===== src/lstrx_pkg.sv =====
// line-side timing and receive input: shared constants
// assumes a 32-bit avalon-mm slave with byte addressing
package lstrx_pkg;

  // register byte offsets
  localparam logic [3:0] LSTRX_OFS_MODE   = 4'h0;
  localparam logic [3:0] LSTRX_OFS_RXCFG  = 4'h4;
  localparam logic [3:0] LSTRX_OFS_STATUS = 4'h8;

  // reset values
  localparam logic [7:0] LSTRX_MODE_RST  = 8'h00;
  localparam logic [1:0] LSTRX_RXCFG_RST = 2'h0;

  // mode field: local time when bit 1 set or low bits read 01
  localparam int         LSTRX_MODE_B0    = 0;
  localparam int         LSTRX_MODE_B1    = 1;

  // receive configuration fields
  localparam int LSTRX_RXCFG_BIPOLAR = 0;
  localparam int LSTRX_RXCFG_FALLING = 1;

  // status fields
  localparam int LSTRX_ST_LOCAL = 0;
  localparam int LSTRX_ST_BIPOL = 1;
  localparam int LSTRX_ST_POS   = 2;
  localparam int LSTRX_ST_NEG   = 3;
  localparam int LSTRX_ST_TXBIT = 4;

  // nominal reference rates the terminal side should supply, in khz
  localparam int LSTRX_E3_REF_KHZ  = 34368;
  localparam int LSTRX_DS3_REF_KHZ = 44736;

  // positions inside the synchronised input vector
  localparam int LSTRX_IN_TXCLK = 0;
  localparam int LSTRX_IN_RXCLK = 1;
  localparam int LSTRX_IN_TX_SERIAL_PAYLOAD_IN = 2;
  localparam int LSTRX_IN_RX_POSITIVE_RAIL = 3;
  localparam int LSTRX_IN_RX_NEGATIVE_RAIL = 4;
  localparam int LSTRX_IN_W     = 5;

endpackage


===== src/lstrx_sync.sv =====
// two-flop synchroniser with edge detection for a vector of pins
// assumes all inputs are asynchronous to clk and slow against it
`timescale 1ns/1ps
module lstrx_sync #(
  parameter int W = 1
) (
  input  wire logic         clk,
  input  wire logic         rst_b,
  input  wire logic [W-1:0] async_in,
  output logic      [W-1:0] level_q,
  output logic      [W-1:0] rise_q,
  output logic      [W-1:0] fall_q
);

  logic [W-1:0] meta_q;
  logic [W-1:0] sync_q;
  logic [W-1:0] prev_q;

  // first stage feeds only the second; edges use stages two and three
  always_ff @(posedge clk or negedge rst_b) begin
    if (!rst_b) begin
      meta_q <= '0;
      sync_q <= '0;
      prev_q <= '0;
    end else begin
      meta_q <= async_in;
      sync_q <= meta_q;
      prev_q <= sync_q;
    end
  end

  // level and edge outputs stay aligned with each other
  always_ff @(posedge clk or negedge rst_b) begin
    if (!rst_b) begin
      level_q <= '0;
      rise_q  <= '0;
      fall_q  <= '0;
    end else begin
      level_q <= sync_q;
      rise_q  <= sync_q & ~prev_q;
      fall_q  <= ~sync_q & prev_q;
    end
  end

endmodule


===== src/lstrx_top.sv =====
// line-side timing selection and receive rail capture, one channel
// assumes avalon-mm master on clk; link clocks are slow pins sampled here
//
// How it works
// - local time: transmit timing follows the transmit reference clock
// - local time: payload bit sampled at each reference clock rise
// - local time when mode low bits are 01 or bit 1 set
// - receive rails captured using the recovered line clock
// - receive logic is timed by the recovered line clock
// - transmit may instead be timed by the recovered line clock
// - unipolar: positive rail is data, latched on a chosen edge
// - bipolar: positive rail high marks a positive line pulse
// - unipolar ignores negative rail; bipolar high marks negative pulse
`timescale 1ns/1ps
module lstrx_top
  import lstrx_pkg::*;
(
  input  wire logic        clk,
  input  wire logic        rst_b,
  input  wire logic [3:0]  avs_address,
  input  wire logic        avs_read,
  input  wire logic        avs_write,
  input  wire logic [31:0] avs_writedata,
  input  wire logic [3:0]  avs_byteenable,
  output logic      [31:0] avs_readdata,
  output logic             avs_waitrequest,
  input  wire logic        tx_reference_clock_in,
  input  wire logic        rx_recovered_line_clock,
  input  wire logic        tx_serial_payload_in,
  input  wire logic        rx_positive_rail,
  input  wire logic        rx_negative_rail,
  output logic             tx_timing_tick,
  output logic             tx_payload_bit,
  output logic             rx_data_valid,
  output logic             rx_pos_data,
  output logic             rx_neg_data,
  output logic             tx_local_time
);

  // local-time decode, used by the timing select and the assertions
  function automatic logic is_local(input logic [7:0] mode);
    return mode[LSTRX_MODE_B1] |
           (mode[LSTRX_MODE_B0] & ~mode[LSTRX_MODE_B1]);
  endfunction

  logic [LSTRX_IN_W-1:0] pin_lvl;
  logic [LSTRX_IN_W-1:0] pin_rise;
  logic [LSTRX_IN_W-1:0] pin_fall;
  logic [7:0]            mode_q;
  logic [1:0]            rxcfg_q;
  logic                  wait_q;
  logic [31:0]           rdata_q;
  logic                  local_q;
  logic                  tick_q;
  logic                  txbit_q;
  logic                  rxv_q;
  logic                  pos_q;
  logic                  neg_q;
  logic                  req;
  logic                  ack;
  logic                  rx_edge;

  // every pin, clocks included, crosses through two flops first
  lstrx_sync #(
    .W (LSTRX_IN_W)
  ) u_sync (
    .clk      (clk),
    .rst_b    (rst_b),
    .async_in ({rx_negative_rail, rx_positive_rail, tx_serial_payload_in,
                rx_recovered_line_clock, tx_reference_clock_in}),
    .level_q  (pin_lvl),
    .rise_q   (pin_rise),
    .fall_q   (pin_fall)
  );

  assign req = avs_read | avs_write;
  assign ack = req & ~wait_q;

  // one wait cycle per access, then a single-cycle acknowledge
  always_ff @(posedge clk or negedge rst_b) begin
    if (!rst_b) begin
      wait_q <= 1'b1;
    end else begin
      wait_q <= ~(req & wait_q);
    end
  end

  // register writes land on the edge the master sees waitrequest low
  always_ff @(posedge clk or negedge rst_b) begin
    if (!rst_b) begin
      mode_q  <= LSTRX_MODE_RST;
      rxcfg_q <= LSTRX_RXCFG_RST;
    end else if (ack && avs_write && avs_byteenable[0]) begin
      if (avs_address == LSTRX_OFS_MODE) begin
        mode_q <= avs_writedata[7:0];
      end
      if (avs_address == LSTRX_OFS_RXCFG) begin
        rxcfg_q <= avs_writedata[1:0];
      end
    end
  end

  // read data prepared while waitrequest is still high
  always_ff @(posedge clk or negedge rst_b) begin
    if (!rst_b) begin
      rdata_q <= 32'h0000_0000;
    end else if (req && wait_q) begin
      rdata_q <= 32'h0000_0000;
      unique case (avs_address)
        LSTRX_OFS_MODE:   rdata_q[7:0] <= mode_q;
        LSTRX_OFS_RXCFG:  rdata_q[1:0] <= rxcfg_q;
        LSTRX_OFS_STATUS: begin
          rdata_q[LSTRX_ST_LOCAL] <= local_q;
          rdata_q[LSTRX_ST_BIPOL] <= rxcfg_q[LSTRX_RXCFG_BIPOLAR];
          rdata_q[LSTRX_ST_POS]   <= pos_q;
          rdata_q[LSTRX_ST_NEG]   <= neg_q;
          rdata_q[LSTRX_ST_TXBIT] <= txbit_q;
        end
        default:          rdata_q <= 32'h0000_0000; // unmapped reads zero
      endcase
    end
  end

  // timing source: reference clock in local time, else loop timing
  always_ff @(posedge clk or negedge rst_b) begin
    if (!rst_b) begin
      local_q <= 1'b0;
    end else begin
      local_q <= is_local(mode_q);
    end
  end

  // transmit tick and payload sample on the chosen clock's rising edge
  always_ff @(posedge clk or negedge rst_b) begin
    if (!rst_b) begin
      tick_q  <= 1'b0;
      txbit_q <= 1'b0;
    end else begin
      tick_q <= local_q ? pin_rise[LSTRX_IN_TXCLK]
                        : pin_rise[LSTRX_IN_RXCLK];
      if (local_q ? pin_rise[LSTRX_IN_TXCLK] : pin_rise[LSTRX_IN_RXCLK]) begin
        txbit_q <= pin_lvl[LSTRX_IN_TX_SERIAL_PAYLOAD_IN];
      end
    end
  end

  // bipolar uses the rising edge; unipolar edge is software selected
  assign rx_edge = (rxcfg_q[LSTRX_RXCFG_BIPOLAR] ||
                    !rxcfg_q[LSTRX_RXCFG_FALLING])
                   ? pin_rise[LSTRX_IN_RXCLK]
                   : pin_fall[LSTRX_IN_RXCLK];

  // rail capture timed only by the recovered clock
  always_ff @(posedge clk or negedge rst_b) begin
    if (!rst_b) begin
      rxv_q <= 1'b0;
      pos_q <= 1'b0;
      neg_q <= 1'b0;
    end else begin
      rxv_q <= rx_edge;
      if (rx_edge) begin
        pos_q <= pin_lvl[LSTRX_IN_RX_POSITIVE_RAIL];
        // unipolar leaves the negative rail unread
        neg_q <= rxcfg_q[LSTRX_RXCFG_BIPOLAR] &
                 pin_lvl[LSTRX_IN_RX_NEGATIVE_RAIL];
      end
    end
  end

  assign avs_waitrequest = wait_q;
  assign avs_readdata    = rdata_q;
  assign tx_timing_tick  = tick_q;
  assign tx_payload_bit  = txbit_q;
  assign tx_local_time   = local_q;
  assign rx_data_valid   = rxv_q;
  assign rx_pos_data     = pos_q;
  assign rx_neg_data     = neg_q;
endmodule


===== config.mk =====
export PLATFORM = sky130hd
export DESIGN_NAME = lstrx_top
export DESIGN_NICKNAME = d
export VERILOG_FILES = /design/src/lstrx_pkg.sv /design/src/lstrx_sync.sv /design/src/lstrx_top.sv
export SDC_FILE = /design/constraint.sdc
export NUM_CORES = 1
export LEC_CHECK = 0
export ABC_AREA = 1
export ABC_CLOCK_PERIOD_IN_PS = 1100
export BUFFER_PORTS_ARGS = -buffer_cell sky130_fd_sc_hd__buf_2
export CELL_PAD_IN_SITES_DETAIL_PLACEMENT = 0
export CELL_PAD_IN_SITES_GLOBAL_PLACEMENT = 1
export CORE_MARGIN = 8
export CORE_UTILIZATION = 30
export DETAILED_ROUTE_END_ITERATION = 8
export GPL_TIMING_DRIVEN = 1
export PLACE_DENSITY = 0.73
export SYNTH_ARGS = -nofsm -noshare
export SYNTH_HDL_FRONTEND = slang
export SYNTH_SLANG_ARGS = --single-unit
export TNS_END_PERCENT = 50

===== constraint.sdc =====
create_clock -name clk -period 1.1 [get_ports clk]
set_clock_uncertainty 0.2 [all_clocks]
set_input_delay 0.11 -clock clk [delete_from_list [all_inputs] [get_ports clk]]
set_output_delay 0.11 -clock clk [all_outputs]
set_load 0.005 [all_outputs]

== Yosys cells after proc, flatten, opt, wreduce, memory -nomap -nowiden ==
Index checks and enable logic that the tools add are counted.
Storage, ports and cells
  flip-flop bits (word level): 44
  output and inout bits: 39
  logic and storage cells: 43
Cells by class
  bitwise operators: 13
  muxes and demuxes: 5
  eq/ne operators: 2
  reduce and logical (&&, ||, !) cells: 8
Operator list (number)
  case mux 2 bit (3 select lines): 1
  case mux 3 bit (2 select lines): 1
  AND 1 bit: 4
  AND 2 bit: 2
  == test 4 x 3 -> 1 bit, second input constant: 1
  == test 4 bit, second input constant: 1
  zero test 4 bit: 1
  inverter 2 bit: 2
  AND reduction 2 bit: 2
  logical AND 1 bit: 3
  2-to-1 mux 3 bit: 1
  inverter 1 bit: 3
  2-to-1 mux 1 bit: 2
  OR 1 bit: 2
  zero test 1 bit: 1
  logical OR 1 bit: 1

== Depth between registers and ports, before layout ==
  word-level depth: 5
  gate-level depth with buffers: 6
  gate-level depth less buffers: 6

== Modules after synthesis ==
Synthesis repeated with hierarchy kept, for this count alone.
Second synthesis, totals
  cell total of the unflattened synthesis: 193
  area, all modules: 2011.9 um2
Modules (own cells, without submodules)
  lstrx_top: seq. area each 626.9 um2, cells each 148, area each 1311.3 um2, instances 1
  lstrx_sync: seq. area each 625.6 um2, cells each 45, area each 700.7 um2, instances 1

== Worst setup path before layout ==
Ideal clock, no wire load.
  path type: reg2reg
  from: register wait_q (netlist: avs_waitrequest)
  to: register rxcfg_q[0]
  period minus slack after synthesis: 1.214 ns
  cell stages (with the launch flop): 5
  setup time: 0.126 ns
  arrival time: 0.887 ns
  path buffers: 0
  slack: -0.114 ns
  cell sequence: dfstp_2 nand3b_4 nor2_2 nand2_1 o21ai_0
Between the ends
  longest elaborated chain between the ends: 5
RTL lines
  start: declaration: line lstrx_top.sv:51  | logic wait_q;
  start signal: assignment: line lstrx_top.sv:84  | wait_q <= ~(req & wait_q);
  inverter 1 bit: line lstrx_top.sv:77  | assign ack = req & ~wait_q;
  AND 1 bit: line lstrx_top.sv:77
  logical AND 1 bit (2 in a row): line lstrx_top.sv:93  | end else if (ack && avs_write && avs_byteenable[0]) begin
  AND reduction 2 bit (no source line)
  end signal: assignment: line lstrx_top.sv:98  | rxcfg_q <= avs_writedata[1:0];
  end: declaration: line lstrx_top.sv:50  | logic [1:0] rxcfg_q;
Every way passes these cells.
A chain may end at the register's enable or synchronous reset.

== Worst setup path after layout ==
  from: register wait_q (netlist: avs_waitrequest)
  to: output port avs_waitrequest
RTL lines
  end: declaration: line lstrx_top.sv:26  | output logic avs_waitrequest,
No word-level cell between the ends.

==> impl_metrics.env <==
export IMPL_synth_most_common_cell="nand2_1"
export IMPL_first_pass_iters=4
export IMPL_cp_top_family="flip-flops"
export IMPL_fin_ws_ns=-0.189
export IMPL_dr_total_vias=1233
export IMPL_final_layout_size_suffix_gt1_share_pct=33.2
export IMPL_async_flop_share_pct=100
export IMPL_drv_cap=0
export IMPL_root_buffer="clkbuf_8"
export IMPL_min_period_ns=1.29
export IMPL_synth_edf_count=0
export IMPL_critPathBufInv=1
export IMPL_area_growth_pct=31.8
export IMPL_ant_nets=0
export IMPL_total_power_mw=3.51
export IMPL_required_ns=0.79
export IMPL_wl_um=3490
export IMPL_io_pins=88
export IMPL_synth_seq_cells=43
export IMPL_clock_latency_ns=0.30
export IMPL_numCtsBuffers=5
export IMPL_initial_utilization_pct=30.5
export IMPL_critPathMaxFanout=3
export IMPL_ys_warn_count=0
export IMPL_grt_max_degree=44
export IMPL_finalHoldViolations=3
export IMPL_wl_per_cell_um=11.0
export IMPL_drc=0
export IMPL_cts_tree="built"
export IMPL_yosys_top_cells_area="dfrtp_1 59%, buf_4 10%, nand2_1 9.9%"
export IMPL_synthTopCellsByCount="47 x nand2_1, 42 x dfrtp_1, 24 x buf_4, 13 x nand3_1"
export IMPL_rsz0062_at_grt="yes"
export IMPL_track_usage_pct=8.43
export IMPL_clkTransAtPathRegs_ns=0.08
export IMPL_grt_pass1_wl_um=5920
export IMPL_p_leak_nw=1.26
export IMPL_pwr_share_seq_pct=51.1
export IMPL_grt_pass1_vias=1301
export IMPL_path_cells="buf_2"
export IMPL_ys_seq_area_share_pct=60.3
export IMPL_crit_path_max_incr_delay_ns=0.57
export IMPL_syn_area_per_cell_sq_um=10.4
export IMPL_drtIter0Drc=62
export IMPL_ys_types=20
export IMPL_worstSetupStartpointType="flop"
export IMPL_critPathKind="reg -> out"
export IMPL_combPwrFrac_pct=13.8
export IMPL_gp_congestion=0.707
export IMPL_slowest_stage="dfstp_2"
export IMPL_intPower_mw=2.64
export IMPL_hp_start="avs_read"
export IMPL_post_route_util_pct=40.2
export IMPL_sw_frac_of_total_pct=24.8
export IMPL_synth_area_leader_cell="dfrtp_1"
export IMPL_p_clk_share_pct=35.1
export IMPL_cts_hold_buf=14
export IMPL_hold_path_class="in -> reg"
export IMPL_crit_arrival_ns=0.98
export IMPL_diodes=0
export IMPL_cts_path_max_buffers=2
export IMPL_power_density_mw_per_mm2=1490
export IMPL_vdd_drop_max_uv=539
export IMPL_finalSetupViolations=33
export IMPL_slew_violations=0
export IMPL_antenna_found_initial=0
export IMPL_cts_htree_levels=2
export IMPL_placed_cell_area_sq_mm=0.00203
export IMPL_vias_per_cell=3.90
export IMPL_cts_sinks=43
export IMPL_post_route_period_util_pct=117
export IMPL_yosysTopAreaCellShare_pct=58.8
export IMPL_fp_row_count=28
export IMPL_cp_startpoint="avs_waitrequest"
export IMPL_cp_end_kind="primary output"
export IMPL_switchingPower_mw=0.872
export IMPL_grt_overflow=0
export IMPL_dp_hpwl_um=2600
export IMPL_synthFlopType="dfrtp_1"
export IMPL_io_buffers=36
export IMPL_status="finished with violations"
export IMPL_r2r_start="avs_waitrequest"
export IMPL_final_nets=289
export IMPL_hold_slack_ns=-0.164
export IMPL_fp_dieW_um=93.2
export IMPL_core_area_sq_mm=0.00585
export IMPL_syn_area_sq_mm=0.00179
export IMPL_fmax_ghz=0.776
export IMPL_synthCells=172
export IMPL_die_h_um=93.2
export IMPL_design_area_sq_mm=0.00235
export IMPL_violations="hold timing, setup timing"
export IMPL_dieArea_sq_mm=0.00868
logic make-up (layout without fill, tap and decap cells):
family / count (synthesis) / count (layout) / share of synthesized area, %
AO/OA/AOI/OAI: 14 / 14 / 4.55
AND/OR/NAND/NOR: 77 / 77 / 21.3
buffers and inverters: 37 / 83 / 13.7
flip-flops: 43 / 43 / 60.3
other: 1 / 24 / 0.210
path summary, 6_finish.rpt:
path	slack [ns]	end	cells past startpoint
worst max-delay path	-0.19	avs_waitrequest	1
worst min-delay path	-0.16	avs_waitrequest	2
worst max register to register	-0.18	mode_q[0]	4
worst min register to register	0.15	u_sync.sync_q[4]	0
max in group asynchronous	0.33	avs_waitrequest	3
min in group asynchronous	0.10	u_sync.sync_q[0]	3
cells in the final DEF (no fill, tap or decap), drive strengths merged:
| master | synthesis | routed |
|---|---|---|
| buf | 26 | 50 |
| nand2 | 49 | 49 |
| dfrtp | 42 | 42 |
| conb | 1 | 24 |
| dlygate4sd3 | 0 | 14 |
| nand3 | 13 | 13 |
| o21ai | 13 | 13 |
| inv | 11 | 12 |
| nor2 | 11 | 11 |
| clkbuf | 0 | 5 |
| nand4 | 3 | 3 |
| nand3b | 1 | 1 |
| a21oi | 1 | 1 |
| dfstp | 1 | 1 |
| bufinv | 0 | 1 |
| clkinvlp | 0 | 1 |
power by group through the flow:
stage | Sequential (mW) | Combinational [mW] | Clock, mW
final | 1.80 | 0.484 | 1.23
after global routing | 1.82 | 0.555 | 1.34
after CTS | 1.80 | 0.463 | 1.28
after detailed placement | 1.83 | 0.401 | 0
after global placement | 1.82 | 0.397 | 0
after floorplan | 1.82 | 0.256 | 0
flip-flops by register name, indices dropped and copies added, names as in the netlist, 2 cells and up:
name and flops:
mode_q 8, rxcfg_q 2, u_sync.meta_q 5, u_sync.prev_q 5, avs_readdata 8, u_sync.sync_q 5, u_sync.rise_q 2
metrics by stage:
stage,setup TNS [ns],setup slack [ns],std cells
finish,-3.35,-0.189,316
global route,-5.74,-0.291,316
CTS,-3.88,-0.206,312
detailed placement,-3.26,-0.241,289
global placement,-2.72,-0.204,289
floorplan,-1.70,-0.112,195
per-layer routing:
| metal | vias up | track usage [%] | part of all wire (%) |
|---|---|---|---|
| li1 | 636 | - | - |
| met5 | - | 0 | 0 |
| met2 | 42 | 13.4 | 45 |
| met3 | 5 | 2.96 | 8.3 |
| met4 | 0 | 4.43 | 2.1 |
| met1 | 550 | 9.82 | 44 |
layout make-up:
class	instances	area [sq um]
clock inverters	3	46.3
multi-input cells	115	578
inverters	11	41.3
repair buffers	64	448
flip-flops and latches	43	1080
well taps	75	93.8
fillers	605	3500
clock buffers	5	68.8
what timing repair did:
item / 4_1_cts / 5_1_grt
setup endpoints to repair: 35 / 36
hold endpoints to repair: 61 / 1
pin swaps: 6 / 1
gates cloned: 0 / 0
buffers inserted: 1 / 4
gates resized for setup: 7 / 3
Note: power is estimated with default switching activity, not from simulation.
